[src/include/adc_pkg.sv]
// Shared constants, register map and carrier types of the converter control.
// Assumes a 32-bit APB master and an analog SAR core with a valid strobe.
package adc_pkg;

   // Converter, accumulator, bus address, register and run counter widths.
   localparam int SAR_W = 10;
   localparam int ACC_W = 19;
   localparam int APB_AW = 12;
   localparam int CTRL_W = 10;
   localparam int CTRL2_W = 8;
   localparam int CNT_W = 9;

   // Register byte offsets.
   localparam logic [APB_AW-1:0] CTRL_OFS = 12'h000;
   localparam logic [APB_AW-1:0] CTRL2_OFS = 12'h004;
   localparam logic [APB_AW-1:0] OFFP_OFS = 12'h008;
   localparam logic [APB_AW-1:0] OFFN_OFS = 12'h00C;
   localparam logic [APB_AW-1:0] RESULT_OFS = 12'h010;

   // Bit position of the trigger inside the control word.
   localparam int TRIG_BIT = 0;

   // Reset values; a trim of 0x200 means a centred, zero offset.
   localparam logic [CTRL_W-1:0] CTRL_RST = 10'h000;
   localparam logic [CTRL2_W-1:0] CTRL2_RST = 8'h00;
   localparam logic [SAR_W-1:0] TRIM_CENTRE = 10'h200;

   // Each sample window step lasts this many clk_i cycles.
   localparam int SMPL_STEP_CYCLES = 32;

   typedef struct packed {
      logic [2:0] channel_select;
      logic converter_clock_source;
      logic regulator_autozero;
      logic single_ended_select;
      logic input_centre_short;
      logic polarity_invert;
      logic chop_enable;
      logic conversion_trigger;
   } ctrl_t;

   typedef struct packed {
      logic [1:0] sample_window;
      logic static_load_enable;
      logic dynamic_load_enable;
      logic triple_range_attenuator;
      logic [2:0] oversample_code;
   } ctrl2_t;

   typedef struct packed {
      logic psel;
      logic penable;
      logic pwrite;
      logic [APB_AW-1:0] paddr;
      logic [31:0] pwdata;
   } apb_req_t;

   typedef struct packed {
      logic pready;
      logic pslverr;
      logic [31:0] prdata;
   } apb_rsp_t;

   typedef struct packed {
      logic convert;
      logic sign;
      logic input_centre_short;
      logic single_ended_select;
      logic [2:0] channel_select;
      logic regulator_autozero;
      logic converter_clock_source;
      logic triple_range_attenuator;
      logic dynamic_load_enable;
      logic static_load_enable;
      logic [1:0] sample_window;
      logic [SAR_W-1:0] positive_offset_trim;
      logic [SAR_W-1:0] negative_offset_trim;
   } afe_ctrl_t;

endpackage : adc_pkg

[src/core/sample_accumulator.sv]
// Adds successive converter samples and publishes the finished sum.
// Assumes the caller pulses clear_i once before the first add_i of a run.
`timescale 1ns/1ps
module sample_accumulator #(
   parameter int IN_W = 10,
   parameter int SUM_W = 19
) (
   // Clock and reset
   input wire logic clk_i,
   input wire logic rst_i,
   // Sample stream
   input wire logic clear_i,
   input wire logic add_i,
   input wire logic last_i,
   input wire logic [IN_W-1:0] data_i,
   // Finished sum
   output logic [SUM_W-1:0] result_o
);
   logic [SUM_W-1:0] sum_r;
   logic [SUM_W-1:0] sum_nxt;

   assign sum_nxt = sum_r + SUM_W'(data_i);

   always_ff @(posedge clk_i or posedge rst_i) begin
      if (rst_i) begin
         sum_r <= '0;
      end else if (clear_i) begin
         sum_r <= '0;
      end else if (add_i) begin
         sum_r <= sum_nxt;
      end
   end

   // The published result changes only when a whole run is complete.
   always_ff @(posedge clk_i or posedge rst_i) begin
      if (rst_i) begin
         result_o <= '0;
      end else if (add_i && last_i) begin
         result_o <= sum_nxt;
      end
   end
endmodule : sample_accumulator

[src/core/adc_offset_chop_calibration.sv]
// Digital control of a 10-bit SAR converter: oversampling, chopping, trims.
// Assumes an APB master and an analog core that answers convert with valid.
//
// Overview of operation
// RULE_01: Oversample counts 1 to 128, powers of two.
// RULE_02: Chop takes sample pairs of opposite polarity.
// RULE_03: Mid-scale 511.5 is the natural zero.
// RULE_04: Attenuator triples single-ended zero point.
// RULE_05: Centre short ties input to mid-scale.
// RULE_06: Polarity invert flips input and output sign.
// RULE_07: Two chopped samples sum to 11 bits.
// RULE_08: Offset trims applied, 0x200 means centred.
// RULE_09: Software measures positive offset with short.
// RULE_10: Software measures negative offset, sign inverted.
// RULE_11: Single-ended trims use doubled measured offsets.
// RULE_12: Differential trims use undoubled measured offsets.
// RULE_13: Trim average stays within 20 LSB.
// RULE_14: Calibrate at start, verify with short.
// RULE_15: Trims can place zero or full scale.
// RULE_16: Equal trims set differential common mode.
// RULE_17: Common-mode trim replaces 0x200 in calibration.
// RULE_18: Recommended settings give best resolution.
// RULE_19: Trigger converts, self-clears, then signals done.
// RULE_20: Oversampling sums successive conversion results.
// RULE_21: Trim writes apply from next conversion.
`timescale 1ns/1ps
module adc_offset_chop_calibration (
   // Clock and reset
   input wire logic clk_i,
   input wire logic rst_i,
   // Register bus
   input wire adc_pkg::apb_req_t apb_i,
   output adc_pkg::apb_rsp_t apb_o,
   // Analog converter core
   input wire logic sar_valid_i,
   input wire logic [adc_pkg::SAR_W-1:0] sar_data_i,
   output adc_pkg::afe_ctrl_t afe_o,
   // Completion event
   output logic conversion_done_irq_o
);
   import adc_pkg::*;

   typedef enum {ST_SAMPLE, ST_CONVERT, ST_GAP} state_t;

   ctrl_t ctrl_r;
   ctrl2_t ctrl2_r;
   apb_rsp_t rsp_r;
   state_t state_r;
   logic [SAR_W-1:0] offp_r;
   logic [SAR_W-1:0] offn_r;
   logic [SAR_W-1:0] trim_p_r;
   logic [SAR_W-1:0] trim_n_r;
   logic [CNT_W-1:0] left_r;
   logic [CNT_W-1:0] total_r;
   logic [CNT_W-1:0] seen_r;
   logic [7:0] gap_r;
   logic busy_r;
   logic chop_lat_r;
   logic sign_r;
   logic conv_r;
   logic done_r;
   logic [ACC_W-1:0] result;
   logic [4:0] sel;
   logic access;
   logic wr_fire;
   logic start;
   logic take;
   logic last;
   ctrl_t wctrl;

   // One-hot register select; all zero marks an unmapped address.
   function automatic logic [4:0] decode(input logic [APB_AW-1:0] a);
      decode = {a == RESULT_OFS, a == OFFN_OFS, a == OFFP_OFS,
                a == CTRL2_OFS, a == CTRL_OFS};
   endfunction : decode

   // Conversions in one run: the oversample count, doubled when chopping.
   function automatic logic [CNT_W-1:0] run_len(input logic [2:0] code,
                                                input logic chop);
      run_len = (CNT_W'(1) << code) << chop; // [RULE_01] [RULE_02]
   endfunction : run_len

   assign sel = decode(apb_i.paddr);
   assign access = apb_i.psel && apb_i.penable;
   assign wr_fire = access && rsp_r.pready && apb_i.pwrite;
   assign wctrl = ctrl_t'(apb_i.pwdata[CTRL_W-1:0]);
   // A trigger while a run is busy is ignored; software polls it first.
   assign start = wr_fire && sel[0] && apb_i.pwdata[TRIG_BIT] && !busy_r;
   assign take = (state_r == ST_CONVERT) && conv_r && sar_valid_i;
   assign last = (left_r == CNT_W'(1));

   // One wait state lets read data and status come from flip-flops.
   always_ff @(posedge clk_i or posedge rst_i) begin
      if (rst_i) begin
         rsp_r <= '0;
      end else if (access && !rsp_r.pready) begin
         rsp_r.pready <= 1'b1;
         rsp_r.pslverr <= (sel == 5'h00);
         rsp_r.prdata <= '0;
         if (sel[0]) begin
            rsp_r.prdata[CTRL_W-1:0] <= {ctrl_r[CTRL_W-1:1], busy_r}; // [RULE_19]
         end
         if (sel[1]) begin
            rsp_r.prdata[CTRL2_W-1:0] <= ctrl2_r;
         end
         if (sel[2]) begin
            rsp_r.prdata[SAR_W-1:0] <= offp_r;
         end
         if (sel[3]) begin
            rsp_r.prdata[SAR_W-1:0] <= offn_r;
         end
         if (sel[4]) begin
            rsp_r.prdata[ACC_W-1:0] <= result; // [RULE_07] [RULE_20]
         end
      end else begin
         rsp_r <= '0;
      end
   end

   always_ff @(posedge clk_i or posedge rst_i) begin
      if (rst_i) begin
         ctrl_r <= ctrl_t'(CTRL_RST);
         ctrl2_r <= ctrl2_t'(CTRL2_RST);
         offp_r <= TRIM_CENTRE; // [RULE_08]
         offn_r <= TRIM_CENTRE;
      end else if (wr_fire) begin
         if (sel[0]) begin
            ctrl_r <= wctrl;
         end
         if (sel[1]) begin
            ctrl2_r <= ctrl2_t'(apb_i.pwdata[CTRL2_W-1:0]);
         end
         if (sel[2]) begin
            offp_r <= apb_i.pwdata[SAR_W-1:0]; // [RULE_15]
         end
         if (sel[3]) begin
            offn_r <= apb_i.pwdata[SAR_W-1:0];
         end
      end
   end

   // Trims are frozen at the trigger so a run never sees a half-written pair.
   always_ff @(posedge clk_i or posedge rst_i) begin
      if (rst_i) begin
         trim_p_r <= TRIM_CENTRE;
         trim_n_r <= TRIM_CENTRE;
      end else if (start) begin
         trim_p_r <= offp_r; // [RULE_21] [RULE_08]
         trim_n_r <= offn_r;
      end
   end

   always_ff @(posedge clk_i or posedge rst_i) begin
      if (rst_i) begin
         state_r <= ST_SAMPLE;
         busy_r <= 1'b0;
         conv_r <= 1'b0;
         left_r <= '0;
         total_r <= '0;
         gap_r <= '0;
         chop_lat_r <= 1'b0;
         sign_r <= 1'b0;
      end else if (start) begin
         state_r <= ST_CONVERT; // [RULE_19]
         busy_r <= 1'b1;
         conv_r <= 1'b1;
         left_r <= run_len(ctrl2_r.oversample_code, wctrl.chop_enable);
         total_r <= run_len(ctrl2_r.oversample_code, wctrl.chop_enable);
         chop_lat_r <= wctrl.chop_enable;
         sign_r <= wctrl.polarity_invert; // [RULE_06]
      end else begin
         unique case (state_r)
            ST_SAMPLE: begin
               sign_r <= ctrl_r.polarity_invert; // [RULE_06]
            end
            ST_CONVERT: begin
               if (take) begin
                  conv_r <= 1'b0;
                  left_r <= left_r - CNT_W'(1);
                  if (last) begin
                     state_r <= ST_SAMPLE; // [RULE_19]
                     busy_r <= 1'b0;
                  end else begin
                     state_r <= ST_GAP;
                     gap_r <= 8'(ctrl2_r.sample_window * SMPL_STEP_CYCLES);
                     if (chop_lat_r) begin
                        sign_r <= ~sign_r; // [RULE_02]
                     end
                  end
               end
            end
            ST_GAP: begin
               if (gap_r <= 8'h01) begin
                  state_r <= ST_CONVERT; // [RULE_20]
                  conv_r <= 1'b1;
               end else begin
                  gap_r <= gap_r - 8'h01;
               end
            end
         endcase
      end
   end

   always_ff @(posedge clk_i or posedge rst_i) begin
      if (rst_i) begin
         done_r <= 1'b0;
      end else begin
         done_r <= take && last; // [RULE_19]
      end
   end

   // Counts accepted samples of a run; only the checks below read it.
   always_ff @(posedge clk_i or posedge rst_i) begin
      if (rst_i) begin
         seen_r <= '0;
      end else if (start) begin
         seen_r <= '0;
      end else if (take) begin
         seen_r <= seen_r + CNT_W'(1);
      end
   end

   sample_accumulator #(
      .IN_W(SAR_W),
      .SUM_W(ACC_W)
   ) u_acc (
      .clk_i(clk_i),
      .rst_i(rst_i),
      .clear_i(start),
      .add_i(take), // [RULE_20] [RULE_07]
      .last_i(last),
      .data_i(sar_data_i), // [RULE_03]
      .result_o(result)
   );

   assign apb_o = rsp_r;
   assign conversion_done_irq_o = done_r;
   // Mode bits go straight from their registers to the analog core, except polarity and chop, which reach it through sign_r.
   assign afe_o = '{
      convert: conv_r,
      sign: sign_r,
      input_centre_short: ctrl_r.input_centre_short, // [RULE_05]
      single_ended_select: ctrl_r.single_ended_select,
      channel_select: ctrl_r.channel_select,
      regulator_autozero: ctrl_r.regulator_autozero,
      converter_clock_source: ctrl_r.converter_clock_source,
      triple_range_attenuator: ctrl2_r.triple_range_attenuator, // [RULE_04]
      dynamic_load_enable: ctrl2_r.dynamic_load_enable,
      static_load_enable: ctrl2_r.static_load_enable,
      sample_window: ctrl2_r.sample_window,
      positive_offset_trim: trim_p_r,
      negative_offset_trim: trim_n_r
   };
endmodule : adc_offset_chop_calibration

[config.mk]
export PLATFORM = sky130hd
export DESIGN_NAME = adc_offset_chop_calibration
export DESIGN_NICKNAME = d
export VERILOG_FILES = /design/src/include/adc_pkg.sv /design/src/core/sample_accumulator.sv /design/src/core/adc_offset_chop_calibration.sv
export SDC_FILE = /design/constraint.sdc
export NUM_CORES = 1
export LEC_CHECK = 0
export BUFFER_PORTS_ARGS = -buffer_cell sky130_fd_sc_hd__buf_2
export CAP_MARGIN = 0
export CORE_MARGIN = 3
export CORE_UTILIZATION = 55
export CTS_BUF_LIST = sky130_fd_sc_hd__clkbuf_2
export DETAILED_ROUTE_END_ITERATION = 7
export PLACE_DENSITY = 0.8
export REMOVE_ABC_BUFFERS = 1
export SYNTH_ARGS = -nofsm -noshare
export SYNTH_HDL_FRONTEND = slang
export SYNTH_SLANG_ARGS = --single-unit
[constraint.sdc]
create_clock -name clk_i -period 9.65 [get_ports clk_i]
set_clock_uncertainty 0.2 [all_clocks]
set_input_delay 0 -clock clk_i [delete_from_list [all_inputs] [get_ports clk_i]]
set_output_delay 0 -clock clk_i [all_outputs]
set_load 0.005 [all_outputs]
==> results.md, run 1 <==
- Via count: around 5600
- Die width: approximately 120 um
- Post-Syn Area per Cell: 10.25 sq um
- Clock Sinks: around 140
- Sequential element share of the synthesized area: 0.5033
- Routed wl met2: ~8.7 mm
- Max Cap Viol: 0
- Top-area cell type share of the netlist area: 0.4881
- Row count: 40
- Multiplexer area fraction after synthesis: 0.09074
- Drt drc: 0
- Post-synth top area cell: dfrtp_1
- Synth Area in Compound Gates: 0.1052
- First-pass GRT wire length: approximately 28 mm
- WL met1: 6.809 mm
- Clk Latency, worst-skew pair: around 0.71 ns
- I/O pins: 129
- Post-synth EDFFs: 0
- Hold Path Class: in2reg
- Mapped cell area: between 6000 and 7000 sq um
- Vias in the first global route: 5664
- Cell Area, Placed: roughly 7400 sq um
- Area of the multi-input gates: between 3000 and 4000 sq um
- Gpl congestion: ~0.88
- Initial antenna violation count: 0
- Critical Path Sink Type: flip-flop
- Crit-path max cell delay: about 0.95 ns
- FF+latch area: between 3000 and 4000 sq um
- GR Util All Layers: 0.2522
- Initial Utilization: 0.5691
- Final Core Density: 0.6731
- Crit path kind: in2reg
- CP Max Fanout: 14
- Layout cells sized above 1: 0.2286
- Syn Inst Count: just under 700
- Max H-tree Level: 4
- Clock-pin slew on the worst setup and hold paths: 0.20 ns
- Most common cell on crit path: dlygate4sd3_1
- RSZ-0062 raised after global routing: no
- Leakage: about 4.1 nW
- TNS Setup: 0 ns
- Port Buffers: 93
- TritonCTS clock tree: done
- Simple-gate share of the synthesized area: 0.1656
- Via-per-instance ratio: between 5 and 6
- Synth warn: 0
- Relative slew margins: 0.3742
- Post-Route WL: roughly 17 mm
- Synth top area cells: dfrtp_1 (49%), nand2_1 (6.8%), mux2_2 (6.5%)
- Synth-to-Final Area Change: 18.28%
- Final Setup Violations: 0
- Hold Vio Cnt, Final: 0
- Post-synth top cells: dfrtp_1 (135), nand2_1 (126), mux2_2 (40), nor2_1 (40), o21ai_0 (39)
- Worst Tran Pin Value: around 0.93 ns
- Root buf cell: clkbuf_2
- Fill count: 899
- Global route overflow: 0
- Main combinational cell family by area after synthesis: simple AND/OR/NAND/NOR gates
- WP data arrival: roughly 4.5 ns
- Final ANT Viol Nets: 0
- Outcome: finished clean
- Initial DRC Count: ~500
- DRT Pass-1 Iters: 5
- CP required: a little over 10 ns
- Synth Register Bits: between 100 and 150
- Synth Area in Adders: 0.03543
- Ys async rst share: 1.000
- Largest net degree at the start of global routing: 76
- Fin area: 8187 sq um
- Hpwl dp: between 10 and 15 mm
- CP startpoint kind: input pin
- Ys flop type: dfrtp_1
- Peak supply drop: between 0.00015 and 0.0002 V
- Final Critical Period: 4.055 ns
- Ant. Diodes: 0
- Met3 routed WL: approximately 1.1 mm
- Max Slew Vio Count: 0
- CP max-delay cell: dlygate4sd3_1
- Most frequent cell after synthesis: dfrtp_1
- Top Metal Used: met4
- Clk buf depth: 2
- Distinct cells, synth: 60
- CP cell instances: dlygate4sd3_1 > buf_2 > dlygate4sd3_1 > nor4_4 > dlygate4sd3_1 > nand2_1 > nor3b_4 > dlygate4sd3_1 > mux2_2
- PwrDens: between 150 and 200 nW/um^2
- Wire length per cell: between 15 and 20 um
- CP Buf/Inv Count: 5
- Final Cycle Share: 0.4202
- Area of the die: approximately 14000 sq um
- Core area: ~12000 sq um
- Num CTS Buffers: 17
- Chip Height: about 120 um
- Max Fclk: around 0.25 GHz
- Xor/xnor share of the synthesized area: 0.04429
- Largest delay share family, worst path: buffers and inverters
- NumNets Final: slightly below 900
- Resized cells post-CTS: 0
path summary, 6_finish.rpt:
path | from | endpoint | slack (ns) | cells after the start
min in group asynchronous | rst_i | apb_o[1] | 0.32 | 4
hold / removal | apb_i[41] | offn_r[0] | 0.12 | 5
max in group asynchronous | rst_i | u_acc.sum_r[7] | 7.61 | 5
setup / recovery | apb_i[36] | afe_o[21] | 5.59 | 9
setup reg to reg | apb_o[33] | gap_r[7] | 6.10 | 8
hold reg to reg | trim_p_r[9] | trim_p_r[9] | 0.28 | 2
worst min-delay path, stage by stage:
cell and delay [ns]:
buf_2 0.08, or4_4 0.13, nor4_4 0.05, nand4_1 0.49
mux2_2 0.26
per-stage QoR:
| stage | hold WS (ns) | std cells | setup slack, ns | power (mW) |
|---|---|---|---|---|
| finish | 0.1244 | 986 | 5.595 | 1.523 |
| global route | 0.04396 | 986 | 5.619 | 1.623 |
| CTS | 0.01578 | 986 | 5.787 | 1.527 |
| detailed placement | -0.03509 | 894 | 6.388 | 1.163 |
| global placement | -0.05348 | 894 | 6.459 | 1.133 |
| floorplan | -0.06012 | 628 | 5.732 | 1.037 |
flip-flops by register name (all words and copies together), names as in the netlist:
register               cells
offn_r                    10
chop_lat_r                 1
sign_r                     1
u_acc.sum_r               19
trim_n_r                  10
left_r                     9
busy_r                     1
apb_o                     21
ctrl_r                     2
afe_o                     12
offp_r                    10
trim_p_r                  10
ctrl2_r                    3
conversion_done_irq_o      1
u_acc.result_o            19
gap_r                      8
state_r                    2
cell usage in the layout, fill, tap and decap left out, drive strengths merged, types with 4 or more instances in the layout:
| cell | netlist | final |
|---|---|---|
| a211oi | 12 | 12 |
| a21oi | 32 | 32 |
| a22oi | 7 | 7 |
| a31oi | 4 | 4 |
| and2 | 4 | 4 |
| and3 | 13 | 13 |
| buf | 35 | 98 |
| clkbuf | 24 | 20 |
| clkinv | 0 | 7 |
| conb | 1 | 13 |
| dfrtp | 135 | 135 |
| dfstp | 4 | 4 |
| dlygate4sd3 | 0 | 62 |
| ha | 18 | 18 |
| inv | 14 | 14 |
| mux2 | 40 | 40 |
| mux4 | 7 | 7 |
| nand2 | 126 | 126 |
| nand3 | 13 | 13 |
| nor2 | 40 | 40 |
| nor2b | 6 | 6 |
| nor3 | 7 | 7 |
| nor4 | 4 | 4 |
| o21ai | 40 | 40 |
| or3 | 4 | 4 |
| or4 | 5 | 5 |
| xnor2 | 24 | 24 |
| xor2 | 11 | 11 |
metal layers:
metal / vias up / track usage
li1: 2575 / -
met1: 2760 / 0.3156
met2: 251 / 0.4159
met3: 52 / 0.06172
met4: 0 / 0.1136
met5: - / 0
report_power, final:
| group | switching, mW | internal (mW) | leakage, nW |
|---|---|---|---|
| logic | 0.281 | 0.219 | 2.06 |
| registers | 0.0616 | 0.645 | 1.87 |
| clock network | 0.200 | 0.115 | 0.132 |
kinds of logic after synthesis:
| group | Yosys count |
|---|---|
| AND/OR/NAND/NOR | 240 |
| flip-flops | 139 |
| AO/OA/AOI/OAI | 119 |
| buffers and inverters | 73 |
| multiplexers | 49 |
| XOR/XNOR | 35 |
| adder cells (fa/ha/maj) | 19 |
| other | 1 |
area by class of cell:
cell class              count  area share
repair buffers            160      0.1372
multi-input cells         475      0.3798
clock inverters            10     0.01253
well taps                 168     0.02568
flip-flops and latches    139      0.4255
inverters                  14    0.007030
clock buffers              20     0.01223
what timing repair did:
item	4_1_cts	5_1_grt
setup buffers	0	0
hold buffers	62	0
hold endpoints to repair	250	0
setup endpoints to repair	0	0
Note: power is estimated with default switching activity, not from simulation.
==> inputs of run 2 (changes only) <==
ABC_AREA = 1   (was default)
CORE_UTILIZATION = 53   (was 55)
clock period = 3.5 ns   (was 9.65 ns; I/O delays follow)
==> run 2 against run 1 <==
Against the previous run: clock power grew to 2.7 times the previous value; the flow now finishes with violations (DRC, setup timing); final area grew 9.4%; worst setup slack lost 5.6 ns; largest cell class unchanged; critical endpoint is now offp_r[0]; non-clock buffer count grew 23; cell count grew 35%; area after synthesis grew 7.8%; routed wire length grew 20%.
==> results.md, run 2 <==
- Initial Utilization: 0.5525
- Most common cell on crit path: dlygate4sd3_1
- Area of the multi-input gates: 3263 sq um
- Peak supply drop: 0.0004783 V
- Most frequent cell after synthesis: nand2_1
- Vias in the first global route: 7043
- Gpl congestion: 0.9015
- Post-synth top area cell: dfrtp_1
- CP Buf/Inv Count: 6
- Max Slew Vio Count: 0
- PwrDens: 532.8 nW/um^2
- Clock-pin slew on the worst setup and hold paths: approximately 0.24 ns
- Fill count: 1069
- Cell Area, Placed: ~8000 sq um
- Clock Sinks: roughly 140
- Die width: about 120 um
- Core area: between 10000 and 15000 sq um
- Synth Area in Adders: 0.03286
- Global route overflow: 0
- Distinct cells, synth: 35
- Worst Tran Pin Value: 0.7983 ns
- Post-Route WL: 20.74 mm
- Mapped cell area: roughly 7500 sq um
- Xor/xnor share of the synthesized area: 0.01878
- Synth Register Bits: 139
- Leakage: 4.826 nW
- Sequential element share of the synthesized area: 0.4668
- Clk buf depth: 2
- Max Fclk: roughly 0.28 GHz
- Critical Path Sink Type: flip-flop
- Worst Hold Depth: 5
- Critical path depth: 13
- CP max-delay cell: dlygate4sd3_1
- Ys flop type: dfrtp_1
- Synth top area cells: dfrtp_1 (45%), nand2_1 (16%), o21ai_0 (7.0%)
- Ys async rst share: 1.000
- CP Max Fanout: 14
- DRT Pass-1 Iters: 8
- I/O pins: 129
- Fin area: 8956 sq um
- Post-synth EDFFs: 0
- R2R depth: 8
- Power Total: ~4.8 mW
- Chip Height: ~120 um
- Top-area cell type share of the netlist area: 0.4527
- Setup ws final: -0.03936 ns
- Hold Vio Cnt, Final: 0
- Final Core Density: 0.6631
- Clk Latency, worst-skew pair: just over 0.7 ns
- Crit-path max cell delay: about 0.74 ns
- Hpwl dp: ~13 mm
- Port Buffers: between 90 and 100
- Relative slew margins: 0.4678
- Outcome: finished, violations left
- Final Setup Violations: 3
- Hold Path Class: in2reg
- FF+latch area: 3483 sq um
- Post-synth top cells: nand2_1 (319), dfrtp_1 (135), inv_1 (116), o21ai_0 (104), nand3_1 (86)
- Max H-tree Level: 4
- Layout cells sized above 1: 0.1358
- Post-Syn Area per Cell: around 7.6 sq um
- Drt drc: 2
- Root buf cell: clkbuf_2
- Multiplexer area fraction after synthesis: 0
- Synth warn: 0
- First-pass GRT wire length: approximately 33 mm
- Main combinational cell family by area after synthesis: simple AND/OR/NAND/NOR gates
- Initial DRC Count: between 700 and 800
- Via count: between 7000 and 8000
- Syn Inst Count: 985
- Largest net degree at the start of global routing: 80
- Final ANT Viol Nets: 0
- CP cell instances: dlygate4sd3_1 > buf_2 > nor2_1 > dlygate4sd3_1 > nand2_1 > nor2_4 > nand3_1 > dlygate4sd3_1 > nor2_1 > dlygate4sd3_1 > buf_4 > nand2_1 > o21ai_0
- GR Util All Layers: 0.2616
- NumNets Final: about 1200
- Wire length per cell: about 16 um
- Most frequent cells in the layout: nand2_1 (319), dfrtp_1 (135), inv_1 (115)
- Max Cap Viol: 0
- Num CTS Buffers: 17
- Largest register FFs: 21
- Initial antenna violation count: 1
- WP data arrival: around 4.0 ns
- Row count: 42
- Area of the die: 15540 sq um
- Largest delay share family, worst path: buffers and inverters
- Synth Area in Compound Gates: 0.09155
- Synth-to-Final Area Change: 20.02%
- Via-per-instance ratio: approximately 5.4
- Violated checks: DRC, setup timing
- Commonest non-fill, non-tap cell in the layout: nand2_1
- CP startpoint kind: input pin
- TritonCTS clock tree: done
- CP required: a little under 4 ns
- Simple-gate share of the synthesized area: 0.2854
- Final Cycle Share: 1.011
- Crit path kind: in2reg
- Dpl ws: between 1 and 1.5 ns
- Final Critical Period: 3.539 ns
run 2: changes by cell type after synthesis, moves of 12 or more:
cell | before | now
nand2_1 | 126 | 319
inv_1 | 14 | 116
nand3_1 | 13 | 86
o21ai_0 | 39 | 104
mux2_2 | 40 | 0
xnor2_1 | 24 | 3
nor2_1 | 40 | 60
a21oi_1 | 32 | 15
and3_1 | 13 | 0
a211oi_1 | 12 | 0
nor3_1 | 5 | 17
run 2: kinds of logic after synthesis:
group | count (synthesis)
simple gates | 503
buf+inv | 176
flops | 139
compound gates | 131
fa+ha+maj | 19
xor+xnor | 16
other cells | 1
run 2: layout make-up:
type	instances	area share
clock inverters	15	0.01285
inverters	120	0.05085
diodes	1	0.0002794
repair buffers	183	0.1486
flip-flops and latches	139	0.3889
well taps	176	0.02459
multi-input cells	682	0.3643
clock buffers	17	0.009500
run 2: final timing paths:
| check | from | endpoint | slack, ns |
|---|---|---|---|
| worst max-delay path | apb_i[38] | offp_r[0] | -0.04 |
| worst min-delay path | sar_data_i[1] | u_acc.sum_r[1] | 0.13 |
| worst max register to register | apb_o[33] | afe_o[29] | 0.47 |
| worst min register to register | u_acc.result_o[9] | u_acc.result_o[9] | 0.30 |
| max in group asynchronous | rst_i | offp_r[9] | 1.79 |
| min in group asynchronous | rst_i | trim_p_r[5] | 0.30 |
run 2: worst min-delay path, cell delays in order:
cell,delay (ns)
dlygate4sd3_1,0.54
buf_2,0.15
inv_1,0.08
fa_1,0.18
o22ai_1,0.07
run 2: layer usage:
layer	share of wire	vias up	GRT usage	wire length [um]
li1	-	3417	-	-
met1	0.40	3356	0.3342	8357
met2	0.46	385	0.4144	9526
met3	0.088	106	0.06690	1823
met4	0.050	0	0.1302	1035
met5	0	-	0	0
run 2: power by group:
part | switching [mW] | leakage, nW | total [mW] | internal (mW)
Clock | 0.639 | 0.120 | 0.835 | 0.197
Sequential | 0.196 | 1.76 | 2.06 | 1.87
Combinational | 1.16 | 2.95 | 1.87 | 0.711
run 2: metrics by stage:
step / setup TNS [ns] / std cells / hold WS, ns
global placement: 0 / 1220 / -0.03689
detailed placement: 0 / 1220 / -0.03528
CTS: 0 / 1327 / 0.01414
floorplan: -56.42 / 941 / -0.08215
finish: -0.04220 / 1333 / 0.1328
global route: -0.03240 / 1333 / 0.08831
run 2: timing repair:
action,CTS,global route
endpoints found under the hold margin,253,13
setup buffers,0,6
endpoints found under the setup margin,0,19
hold buffers,75,1
gates resized for setup,0,4
